[src/rtl/csr_pkg.sv]
/*
 package for the host-side controller of a strobe-clocked 4096x1 static memory.
 assumes a 10 MHz system clock; all memory timing is counted in its cycles.
*/
package csr_pkg;
  localparam int unsigned CLK_NS = 100;
  localparam int unsigned ADDR_W = 12;
  // timing figures in ns (slowest grade) and derived counts, least times round up
  localparam int unsigned ACCESS_DELAY_NS = 500;
  localparam int unsigned STROBE_LOW_TIME_NS = 500;
  localparam int unsigned WRITE_PULSE_WIDTH_NS = 200;
  localparam int unsigned OUTPUT_TURNOFF_DELAY_NS = 200;
  localparam int unsigned OE_SETUP_NS = 90;
  localparam int unsigned ACCESS_CYC = (ACCESS_DELAY_NS + CLK_NS - 1) / CLK_NS;
  localparam int unsigned PRESET_CYC = (STROBE_LOW_TIME_NS + CLK_NS - 1) / CLK_NS;
  localparam int unsigned WPULSE_CYC = (WRITE_PULSE_WIDTH_NS + CLK_NS - 1) / CLK_NS;
  localparam int unsigned TURNOFF_CYC = (OUTPUT_TURNOFF_DELAY_NS + CLK_NS - 1) / CLK_NS;
  localparam int unsigned OESU_CYC = (OE_SETUP_NS + CLK_NS - 1) / CLK_NS;
  // latency of the two-flop pin synchronisers on data and flag
  localparam int unsigned SYNC_CYC = 2;
  localparam int unsigned CNT_W = 4;

  typedef enum logic [1:0] {CSR_OP_READ, CSR_OP_WRITE, CSR_OP_RMW} csr_op_t;

  typedef enum {
    CSR_ST_INIT, CSR_ST_IDLE, CSR_ST_ACCESS, CSR_ST_WRITE, CSR_ST_TURNOFF,
    CSR_ST_WDRIVE, CSR_ST_PRESET
  } csr_state_t;

  typedef struct packed {
    csr_op_t op;
    logic [ADDR_W-1:0] addr;
    logic wdata;
  } csr_req_t;

  typedef struct packed {
    logic strobe;
    logic sel;
    logic wr_n;
    logic oe;
    logic out_off_ctl;
    logic [ADDR_W-1:0] addr;
    logic din;
    logic din_oen;
  } csr_pins_t;
endpackage : csr_pkg

[src/rtl/csr_host.sv]
/*
 host controller driving a strobe-clocked 4096x1 static memory over its pins.
 assumes the memory shares one data pin for in and out; the pin is split into
 input, output and active-low output enable; the bench resolves the wire.
*/
`timescale 1ns/100ps
module csr_host (
  // clock and reset
  input wire logic i_mclk,
  input wire logic i_rstn,
  // request side
  input wire logic i_req_valid,
  input csr_pkg::csr_req_t i_req,
  output logic o_req_ready,
  output logic o_rsp_valid,
  output logic o_rsp_data,
  // memory pins
  output csr_pkg::csr_pins_t o_pins,
  input wire logic i_dout,
  input wire logic i_cycle_progress_flag
);
  typedef struct packed {
    csr_pkg::csr_state_t st;
    logic [csr_pkg::CNT_W-1:0] cnt;
    csr_pkg::csr_req_t req;
    csr_pkg::csr_pins_t pins;
    logic rsp_valid;
    logic rsp_data;
    logic flag_seen;
    logic early_write;
  } csr_regs_t;

  logic rst_s1, rst_s2;
  logic dout_s1, dout_s2, flag_s1, flag_s2;
  csr_regs_t s_r, s_nxt;

  localparam logic [csr_pkg::CNT_W-1:0] PRESET_INIT = csr_pkg::PRESET_CYC[csr_pkg::CNT_W-1:0];

  always_ff @(posedge i_mclk or negedge i_rstn) begin
    if (!i_rstn) begin
      rst_s1 <= 1'b0;
      rst_s2 <= 1'b0;
    end else begin
      rst_s1 <= 1'b1;
      rst_s2 <= rst_s1;
    end
  end

  // pin inputs are asynchronous to i_mclk
  always_ff @(posedge i_mclk or negedge rst_s2) begin
    if (!rst_s2) begin
      dout_s1 <= 1'b0;
      dout_s2 <= 1'b0;
      flag_s1 <= 1'b0;
      flag_s2 <= 1'b0;
    end else begin
      dout_s1 <= i_dout;
      dout_s2 <= dout_s1;
      flag_s1 <= i_cycle_progress_flag;
      flag_s2 <= flag_s1;
    end
  end

  function automatic logic [csr_pkg::CNT_W-1:0] cyc(input int unsigned n);
    return n[csr_pkg::CNT_W-1:0];
  endfunction : cyc

  always_comb begin
    s_nxt = s_r;
    s_nxt.rsp_valid = 1'b0;
    if (s_r.cnt != '0) begin
      s_nxt.cnt = s_r.cnt - 1'b1;
    end
    case (s_r.st)
      csr_pkg::CSR_ST_INIT: begin
        // strobe low for a full preset before first cycle
        if (s_r.cnt == '0) begin
          s_nxt.st = csr_pkg::CSR_ST_IDLE;
        end
      end
      csr_pkg::CSR_ST_IDLE: begin
        // also wait for flag low: preset done
        if (i_req_valid && !flag_s2) begin
          s_nxt.req = i_req;
          s_nxt.pins.addr = i_req.addr;
          s_nxt.pins.sel = 1'b1;
          s_nxt.pins.strobe = 1'b1;
          // plain write: write line low at strobe rise, data already stable
          s_nxt.early_write = (i_req.op == csr_pkg::CSR_OP_WRITE);
          s_nxt.pins.wr_n = !(i_req.op == csr_pkg::CSR_OP_WRITE);
          s_nxt.pins.din = i_req.wdata;
          s_nxt.pins.din_oen = !(i_req.op == csr_pkg::CSR_OP_WRITE);
          s_nxt.pins.oe = (i_req.op != csr_pkg::CSR_OP_WRITE);
          s_nxt.pins.out_off_ctl = (i_req.op == csr_pkg::CSR_OP_WRITE);
          s_nxt.flag_seen = 1'b0;
          // synchroniser lag added so the timed-out path still sees settled data
          s_nxt.cnt = cyc(csr_pkg::ACCESS_CYC + csr_pkg::SYNC_CYC);
          s_nxt.st = csr_pkg::CSR_ST_ACCESS;
        end
      end
      csr_pkg::CSR_ST_ACCESS: begin
        if (flag_s2) begin
          s_nxt.flag_seen = 1'b1;
        end
        // access time or flag rise, whichever first; flag valid for early write
        if (s_r.cnt == '0 ||
            (flag_s2 && (s_r.early_write || s_r.req.op != csr_pkg::CSR_OP_WRITE))) begin
          if (s_r.req.op == csr_pkg::CSR_OP_RMW) begin
            s_nxt.rsp_data = dout_s2;
            s_nxt.rsp_valid = 1'b1;
            s_nxt.pins.oe = 1'b0;
            s_nxt.pins.out_off_ctl = 1'b1;
            s_nxt.cnt = cyc(csr_pkg::TURNOFF_CYC);
            s_nxt.st = csr_pkg::CSR_ST_TURNOFF;
          end else if (s_r.req.op == csr_pkg::CSR_OP_WRITE) begin
            // data held the full pulse from the strobe rise
            s_nxt.cnt = cyc(csr_pkg::WPULSE_CYC);
            s_nxt.st = csr_pkg::CSR_ST_WRITE;
          end else begin
            s_nxt.rsp_data = dout_s2;
            s_nxt.rsp_valid = 1'b1;
            s_nxt.pins.strobe = 1'b0;
            // buffer off through the preset, so a following write never meets it
            s_nxt.pins.oe = 1'b0;
            s_nxt.pins.out_off_ctl = 1'b1;
            s_nxt.cnt = cyc(csr_pkg::PRESET_CYC);
            s_nxt.st = csr_pkg::CSR_ST_PRESET;
          end
        end
      end
      csr_pkg::CSR_ST_TURNOFF: begin
        // keep off the shared pin until the memory buffer is off
        if (s_r.cnt == '0) begin
          s_nxt.pins.din = s_r.req.wdata;
          s_nxt.pins.din_oen = 1'b0;
          s_nxt.pins.wr_n = 1'b0;
          s_nxt.early_write = 1'b0;
          s_nxt.cnt = cyc(csr_pkg::WPULSE_CYC);
          s_nxt.st = csr_pkg::CSR_ST_WDRIVE;
        end
      end
      csr_pkg::CSR_ST_WDRIVE, csr_pkg::CSR_ST_WRITE: begin
        // pulse and data set-up counted to the write end
        if (s_r.cnt == '0) begin
          s_nxt.pins.wr_n = 1'b1;
          s_nxt.st = csr_pkg::CSR_ST_PRESET;
          s_nxt.cnt = cyc(csr_pkg::OESU_CYC);
        end
      end
      csr_pkg::CSR_ST_PRESET: begin
        if (s_r.pins.strobe) begin
          // write ended by write line one cycle before; data hold zero
          s_nxt.pins.strobe = 1'b0;
          s_nxt.cnt = cyc(csr_pkg::PRESET_CYC);
        end else if (s_r.cnt == '0 || (s_r.flag_seen && !flag_s2)) begin
          s_nxt.pins.din_oen = 1'b1;
          s_nxt.pins.sel = 1'b0;
          s_nxt.pins.oe = 1'b0;
          s_nxt.pins.out_off_ctl = 1'b1;
          s_nxt.st = csr_pkg::CSR_ST_IDLE;
        end
      end
      default: s_nxt.st = csr_pkg::CSR_ST_IDLE;
    endcase
  end

  always_ff @(posedge i_mclk or negedge rst_s2) begin
    if (!rst_s2) begin
      s_r <= '{st: csr_pkg::CSR_ST_INIT, cnt: PRESET_INIT, req: '0,
               pins: '{strobe: 1'b0, sel: 1'b0, wr_n: 1'b1, oe: 1'b0,
                       out_off_ctl: 1'b1, addr: 12'h000, din: 1'b0, din_oen: 1'b1},
               rsp_valid: 1'b0, rsp_data: 1'b0, flag_seen: 1'b0, early_write: 1'b0};
    end else begin
      s_r <= s_nxt;
    end
  end

  assign o_req_ready = (s_r.st == csr_pkg::CSR_ST_IDLE) && !flag_s2;
  assign o_rsp_valid = s_r.rsp_valid;
  assign o_rsp_data = s_r.rsp_data;
  assign o_pins = s_r.pins;
endmodule : csr_host

[config.mk]
export PLATFORM = sky130hd
export DESIGN_NAME = csr_host
export DESIGN_NICKNAME = d
export VERILOG_FILES = /design/src/rtl/csr_pkg.sv /design/src/rtl/csr_host.sv
export SDC_FILE = /design/constraint.sdc
export NUM_CORES = 1
export LEC_CHECK = 0
export ABC_AREA = 1
export BUFFER_PORTS_ARGS = -buffer_cell sky130_fd_sc_hd__buf_2
export CORE_UTILIZATION = 55
export DETAILED_ROUTE_END_ITERATION = 8
export GPL_ROUTABILITY_DRIVEN = 1
export PLACE_DENSITY_LB_ADDON = 0.1
export SYNTH_ARGS = -nofsm -noshare
export SYNTH_HDL_FRONTEND = slang
export SYNTH_SLANG_ARGS = --single-unit
[constraint.sdc]
create_clock -name i_mclk -period 1.5 [get_ports i_mclk]
set_clock_uncertainty 0.2 [all_clocks]
set_input_delay 0.3 -clock i_mclk [delete_from_list [all_inputs] [get_ports i_mclk]]
set_output_delay 0.3 -clock i_mclk [all_outputs]
set_load 0.1 [all_outputs]
==> impl_metrics.tcl, run 1 <==
set metrics [dict create \
    synth_ff_type "dfrtp_1" \
    die_width_um 64.6 \
    synthTopCellsByArea "dfrtp_1, nand2_1, buf_4, dfstp_2, inv_1" \
    cts.sinks 39 \
    syn_area_per_cell_um2 7.67 \
    syn_inst 281 \
    grt_usage 0.814 \
    port_buffers 41 \
    dp_hpwl_mm 4.41 \
    initial_core_util 0.580 \
    ys_types 25 \
    firstError "[ERROR GRT-0232] Routing congestion too high. Check the congestion heatmap in the GUI." \
    syn_area_mm2 0.00216 \
    synth-seq-cells 39 \
    num_rows 22 \
    grt.overflow.total 168 \
    worstEpCategory "top-level output" \
    cts-root-buf "clkbuf_8" \
    status "did not finish" \
    synth_edf_count 0 \
    ios 42 \
    clk_path_buf_depth 2 \
    gp_congestion 0.938 \
    post-place-cells 391 \
    yosysTopAreaCell "dfrtp_1" \
    synth_top_cell_area_share 0.395 \
    synth_fp_nets 307 \
    synth_seq_area_share 0.456 \
    yosysWarnings 0 \
    haltStage "5_1_grt" \
    cts_buffers 5 \
    htreeDepth 2 \
    synth.most_common_cell "nand2_1" \
    synth_common_cells "nand2_1, dfrtp_1, inv_1, nor2_1, buf_4" \
    worst_endpoint "o_req_ready" \
    ys_async_sr_fraction 1.00 \
    dieHeight_um 64.6 \
    grt_max_degree 22 \
]
[routing by layer]
metal,overflow,global-route usage
met1,0,0.764
met2,98,1.09
met3,2,0.491
met4,68,1.03
met5,0,0
[cell families after synthesis]
family | Yosys count | share of synthesized area
flops | 39 | 0.456
buf+inv | 52 | 0.136
compound gates | 25 | 0.0609
simple gates | 158 | 0.311
other cells | 1 | 0.00174
fa+ha+maj | 6 | 0.0348
[stage by stage]
step	TNS, ps	cell area (um^2)	setup WS, ps	util	hold WS, ps
2_1_floorplan	-415	2230	-206	-	-196
3_3_place_gp	-1840	2970	-136	0.800	-114
3_5_place_dp	-2800	2970	-188	0.800	-109
4_1_cts	-4280	3290	-253	0.887	3.87
[repair_timing]
item	4_1_cts
pin swaps	4
hold endpoints to repair	5
gates cloned	0
hold buffers	4
resized for setup	28
buffers inserted	12
setup endpoints to repair	37
==> inputs of run 2 (changes only) <==
--- a/config.mk
+++ b/config.mk
@@ -7,10 +7,10 @@
 export LEC_CHECK = 0
 export ABC_AREA = 1
 export BUFFER_PORTS_ARGS = -buffer_cell sky130_fd_sc_hd__buf_2
-export CORE_UTILIZATION = 55
+export CORE_UTILIZATION = 40
 export DETAILED_ROUTE_END_ITERATION = 8
 export GPL_ROUTABILITY_DRIVEN = 1
-export PLACE_DENSITY_LB_ADDON = 0.1
+export PLACE_DENSITY_LB_ADDON = 0.15
 export SYNTH_ARGS = -nofsm -noshare
 export SYNTH_HDL_FRONTEND = slang
 export SYNTH_SLANG_ARGS = --single-unit
==> run 2 against run 1 <==
  * Synthesized cell count is the same
  * Area after synthesis did not move
  * The flow now finishes, with violations (negative hold slack, negative setup slack)
==> impl_metrics.tcl, run 2 <==
set metrics [dict create \
    synth-seq-cells 39 \
    path_buf_inv 2 \
    ant_nets 0 \
    fin_ws_ps -246 \
    cp_slowest_cell "dfrtp_1" \
    end_kind "output pin" \
    avgViaCountPerCell 4.95 \
    yosysWarnings 0 \
    critPathCapture "o_req_ready" \
    syn_inst 281 \
    syn_area_per_cell_um2 7.67 \
    grt_antenna_before_repair 0 \
    synth_edf_count 0 \
    yosysTopAreaCell "dfrtp_1" \
    fin_area_mm2 0.00386 \
    syn_area_mm2 0.00216 \
    diodes 0 \
    final_hold_viol_count 1 \
    holdWs_ps -0.704 \
    synth.most_common_cell "nand2_1" \
    grt.overflow.total 0 \
    die_width_um 75.4 \
    met3_usage 0.0582 \
    worst-path-stages 4 \
    layout_common_cells "nand2_1, buf_4, dfrtp_1, buf_12, buf_2" \
    grt_usage 0.245 \
    r2r-start "s_r[43]$_DFFE_PN0P_" \
    synthTopCellsByArea "dfrtp_1, nand2_1, buf_4, dfstp_2, inv_1" \
    dr_total_vias 2271 \
    startpoint "s_r[43]$_DFFE_PN0P_" \
    grt_pass1_wl_mm 10.2 \
    path_delay_family "flip-flops" \
    ys_async_sr_fraction 1.00 \
    worstPathMaxFanout 3 \
    timing.final.crit_share 1.16 \
    num_rows 26 \
    dieHeight_um 75.4 \
    area_growth_pct 79.2 \
    clk_path_buf_depth 2 \
    slowest_delay_ps 430 \
    period_minus_slack_ps 1750 \
    critPathKind "register to output pin" \
    dp_hpwl_mm 3.92 \
    cts.clk_slew.worst_paths_ps 80 \
    status "finished with violations" \
    crit_chain "inv_2 > nand3_4 > nor2_4 > buf_12" \
    ios 42 \
    firstDrtPassIters 4 \
    htreeDepth 2 \
    cts_buffers 5 \
    setup_viol 35 \
    grt_util_met2 0.412 \
    drive_gt1_frac 0.542 \
    busiest_layer "met2" \
    synth_common_cells "nand2_1, dfrtp_1, inv_1, nor2_1, buf_4" \
    synth_ff_type "dfrtp_1" \
    largest_reg_flops 19 \
    synth_seq_area_share 0.456 \
    grt_max_degree 38 \
    cts_tree "yes" \
    fin_nets 414 \
    final_common_cell "nand2_1" \
    grt_pass1_vias 2160 \
    synth_fp_nets 307 \
    violations "negative hold slack, negative setup slack" \
    wire_per_inst_um 14.9 \
    met1_usage 0.308 \
    drt-initial-drc-count 216 \
    drv_slew 0 \
    initial_core_util 0.419 \
    clock_latency_ps 300 \
    place_area_mm2 0.00303 \
    start_kind "register" \
    synth_top_cell_area_share 0.395 \
    gp_congestion 0.939 \
    reg2reg_slack_ps -240 \
    drc 0 \
    rsz0062_at_grt "yes" \
    fmax_mhz 573 \
    maxCapViolCount 0 \
    wirelength_mm 6.85 \
    required_ps 1000 \
    cts.sinks 39 \
    r2r-end "s_r[39]$_DFF_PN0_" \
    post-route-util 0.751 \
    coreArea_mm2 0.00514 \
    cts-root-buf "clkbuf_8" \
    dieArea_mm2 0.00569 \
    reg2reg_depth 8 \
    crit_arrival_ps 1250 \
    ys_types 25 \
    port_buffers 41 \
    hp-class "input pin to register" \
]
-- run 2: cell counts after synthesis --
Identical to the previous run, type by type.
-- run 2: worst min-delay path, delay by kind of cell --
kind	cells	cell delay, ps
buffers and inverters	1	80
AND/OR/NAND/NOR	2	90
-- run 2: final cells by class --
cell class | count | area, um^2
multi-input combinational | 190 | 1310
fill | 363 | 1280
timing repair buffer | 123 | 1280
sequential | 39 | 985
inverter | 29 | 121
tap | 70 | 87.6
clock buffer | 6 | 72.6
clock inverter | 2 | 12.5
-- run 2: how the worst min path moves through the flow --
stage	from	endpoint	slack (ps)	cells after the start
after floorplan	i_rstn	rst_s1$_DFF_PN0_	-200	0
after global placement	i_rstn	rst_s2$_DFF_PN0_	-110	1
after detailed placement	i_rstn	rst_s1$_DFF_PN0_	-110	1
after CTS	i_req[1]	o_pins[2]$_DFFE_PN0P_	0.7	3
after global routing	i_req[8]	o_pins[9]$_DFFE_PN0P_	10	3
final	i_req[1]	o_pins[2]$_DFFE_PN0P_	-0.7	3
-- run 2: repair_timing --
action	4_1_cts	5_1_grt
hold endpoints to repair	10	1
setup endpoints to repair	35	38
cloned	0	0
buffers inserted	20	7
resized for setup	97	32
hold buffers	9	1
pin swaps	32	24
-- run 2: logic make-up after synthesis --
kind of cell    Yosys count  share of synthesized area
fa+ha+maj                 6                     0.0348
compound gates           25                     0.0609
other cells               1                    0.00174
buf+inv                  52                      0.136
simple gates            158                      0.311
flops                    39                      0.456
-- run 2: layer usage --
metal | vias up | routed length, um | share of wire
met5 | - | 0 | 0
met2 | 104 | 3470 | 0.51
met1 | 1068 | 2810 | 0.41
li1 | 1082 | - | -
met4 | 0 | 116 | 0.017
met3 | 17 | 455 | 0.066
-- run 2: per-stage QoR --
| stage | setup TNS (ps) | cells | setup slack (ps) | hold slack (ps) |
|---|---|---|---|---|
| floorplan | -415 | 281 | -206 | -196 |
| global placement | -2100 | 416 | -163 | -114 |
| detailed placement | -2390 | 416 | -165 | -113 |
| CTS | -3580 | 452 | -206 | 0.673 |
| global route | -7100 | 459 | -283 | 14.4 |
| finish | -5170 | 459 | -246 | -0.704 |
Power of run 2 is not shown: default switching activity piles up to over one toggle a cycle in this logic, so the estimate is an artifact.
==> inputs of run 3 (changes only) <==
--- a/config.mk
+++ b/config.mk
@@ -6,9 +6,9 @@
 export NUM_CORES = 1
 export LEC_CHECK = 0
 export ABC_AREA = 1
-export BUFFER_PORTS_ARGS = -buffer_cell sky130_fd_sc_hd__buf_2
 export CORE_UTILIZATION = 40
 export DETAILED_ROUTE_END_ITERATION = 8
+export DONT_BUFFER_PORTS = 1
 export GPL_ROUTABILITY_DRIVEN = 1
 export PLACE_DENSITY_LB_ADDON = 0.15
 export SYNTH_ARGS = -nofsm -noshare
==> constraint.sdc (replaced) <==
create_clock -name i_mclk -period 1.53 [get_ports i_mclk]
set_clock_uncertainty 0.2 [all_clocks]
set_input_delay 0.306 -clock i_mclk [delete_from_list [all_inputs] [get_ports i_mclk]]
set_output_delay 0.306 -clock i_mclk [all_outputs]
set_load 0.1 [all_outputs]
==> run 3 against run 2 <==
  * The run ends with negative setup slack left
  * Worst hold slack improved by 31 ps
  * Sequential cell count did not move
  * Core utilization fell by 6.7 points
  * Count of clock-buffer cells in the layout did not move
  * Via count fell by 7.4%
  * Worst setup slack improved by 69 ps
  * Register-to-register slack improved by 60 ps
==> impl_metrics.tcl, run 3 (synthesized netlist as in run 2, its figures left out) <==
set metrics [dict create \
    status "finished with violations" \
    violations "negative setup slack" \
    ant_nets 0 \
    drv_slew 0 \
    fmax_mhz 586 \
    dp_hpwl_mm 3.76 \
    crit_chain "inv_2 > ha_4 > nand2_8 > nand2_8 > nor2_4 > nor2_4 > buf_4 > nand3b_1 > nand2_1" \
    reg2reg_depth 9 \
    worstPathMaxFanout 5 \
    r2r-start "s_r[38]$_DFF_PN1_" \
    final_common_cell "nand2_1" \
    fin_nets 398 \
    holdWs_ps 30.5 \
    cts_buffers 5 \
    final_hold_viol_count 0 \
    largest_reg_flops 19 \
    crit_arrival_ps 1700 \
    wirelength_mm 6.09 \
    dieHeight_um 75.4 \
    avgViaCountPerCell 4.75 \
    cts_tree "yes" \
    ios 42 \
    cts.sinks 39 \
    grt_antenna_before_repair 0 \
    grt.overflow.total 0 \
    area_growth_pct 63.2 \
    port_buffers 0 \
    drt-initial-drc-count 98 \
    num-fill-cells 426 \
    required_ps 1520 \
    period_minus_slack_ps 1710 \
    startpoint "s_r[38]$_DFF_PN1_" \
    drc 0 \
    timing.final.crit_share 1.12 \
    wire_per_inst_um 13.7 \
    initial_core_util 0.419 \
    grt_usage 0.229 \
    reg2reg_slack_ps -180 \
    clock_latency_ps 300 \
    fin_ws_ps -177 \
    setup_viol 23 \
    grt_pass1_wl_mm 9.36 \
    layout_common_cells "nand2_1, buf_4, dfrtp_1, inv_1, dlygate4sd3_1" \
    grt_pass1_vias 2033 \
    drive_gt1_frac 0.466 \
    slowest_delay_ps 540 \
    htreeDepth 2 \
    coreArea_mm2 0.00514 \
    rsz0062_at_grt "yes" \
    dieArea_mm2 0.00569 \
    r2r-end "o_pins[15]$_DFFE_PN0P_" \
    start_kind "register" \
    cp_slowest_cell "dfstp_2" \
    die_width_um 75.4 \
    num_rows 26 \
    end_kind "register" \
    cts-root-buf "clkbuf_8" \
    gp_congestion 0.871 \
    maxCapViolCount 0 \
    grt_max_degree 38 \
    firstDrtPassIters 4 \
    diodes 0 \
    clk_path_buf_depth 2 \
    hp-class "input pin to async pin" \
    critPathCapture "o_pins[15]$_DFFE_PN0P_" \
    critPathKind "register to register" \
    cts.clk_slew.worst_paths_ps 80 \
    dr_total_vias 2104 \
]
==> run 3: changes by cell type in the layout (fill, tap and decap cells not counted), moves of 3 or more <==
cell           change
buf_2             -19
buf_12            -17
buf_4             +17
dlygate4sd3_1      +9
buf_6              -7
nand2_1            +4
nor2_1             +4
inv_1              +3
==> run 3: stage by stage <==
stage	cell area (um^2)	std cells	util	worst slack (ps)	setup TNS, ps
2_1_floorplan	2210	281	-	-182	-247
3_3_place_gp	2700	395	0.526	-179	-1480
3_5_place_dp	2700	395	0.526	-178	-1600
4_1_cts	3360	437	0.654	-165	-1280
5_1_grt	3520	443	0.685	-236	-4180
6_report	3520	443	0.685	-177	-1900
==> run 3: worst min-delay path by stage <==
stage	cells after the start	startpoint	to
floorplan	0	i_rstn	rst_s1$_DFF_PN0_
global placement	0	i_rstn	rst_s2$_DFF_PN0_
detailed placement	0	i_rstn	rst_s2$_DFF_PN0_
CTS	2	i_req_valid	o_pins[1]$_DFFE_PN0P_
global route	1	i_rstn	rst_s1$_DFF_PN0_
finish	1	i_rstn	rst_s1$_DFF_PN0_
==> run 3: area by class of cell <==
type / count / area (um^2) / share of cell area
multi-input cells: 191 / 1270 / 0.360
repair buffers: 106 / 980 / 0.278
clock buffers: 6 / 72.6 / 0.0206
flip-flops and latches: 39 / 985 / 0.280
well taps: 70 / 87.6 / 0.0249
inverters: 29 / 114 / 0.0324
clock inverters: 2 / 12.5 / 0.00356
==> run 3: critical path, delay by kind of cell (launching register included) <==
kind	cells	cell delay (ps)
adder cells (fa/ha/maj)	1	190
buffers and inverters	2	180
AND/OR/NAND/NOR	6	480
flip-flops	1	540
==> run 3: timing repair <==
action / in CTS / in global routing
gates cloned: 1 / 0
gates resized for setup: 81 / 23
hold buffers: 18 / 1
hold endpoints to repair: 20 / 1
setup buffers: 16 / 5
pin swaps: 32 / 17
setup endpoints to repair: 32 / 37
==> run 3: routing by layer <==
metal | GRT usage | share of wire | up-vias
li1 | - | - | 1046
met1 | 0.281 | 0.42 | 987
met2 | 0.374 | 0.51 | 57
met3 | 0.0542 | 0.048 | 14
met4 | 0.126 | 0.025 | 0
met5 | 0 | 0 | -
Power of run 3 is left out for the same reason.
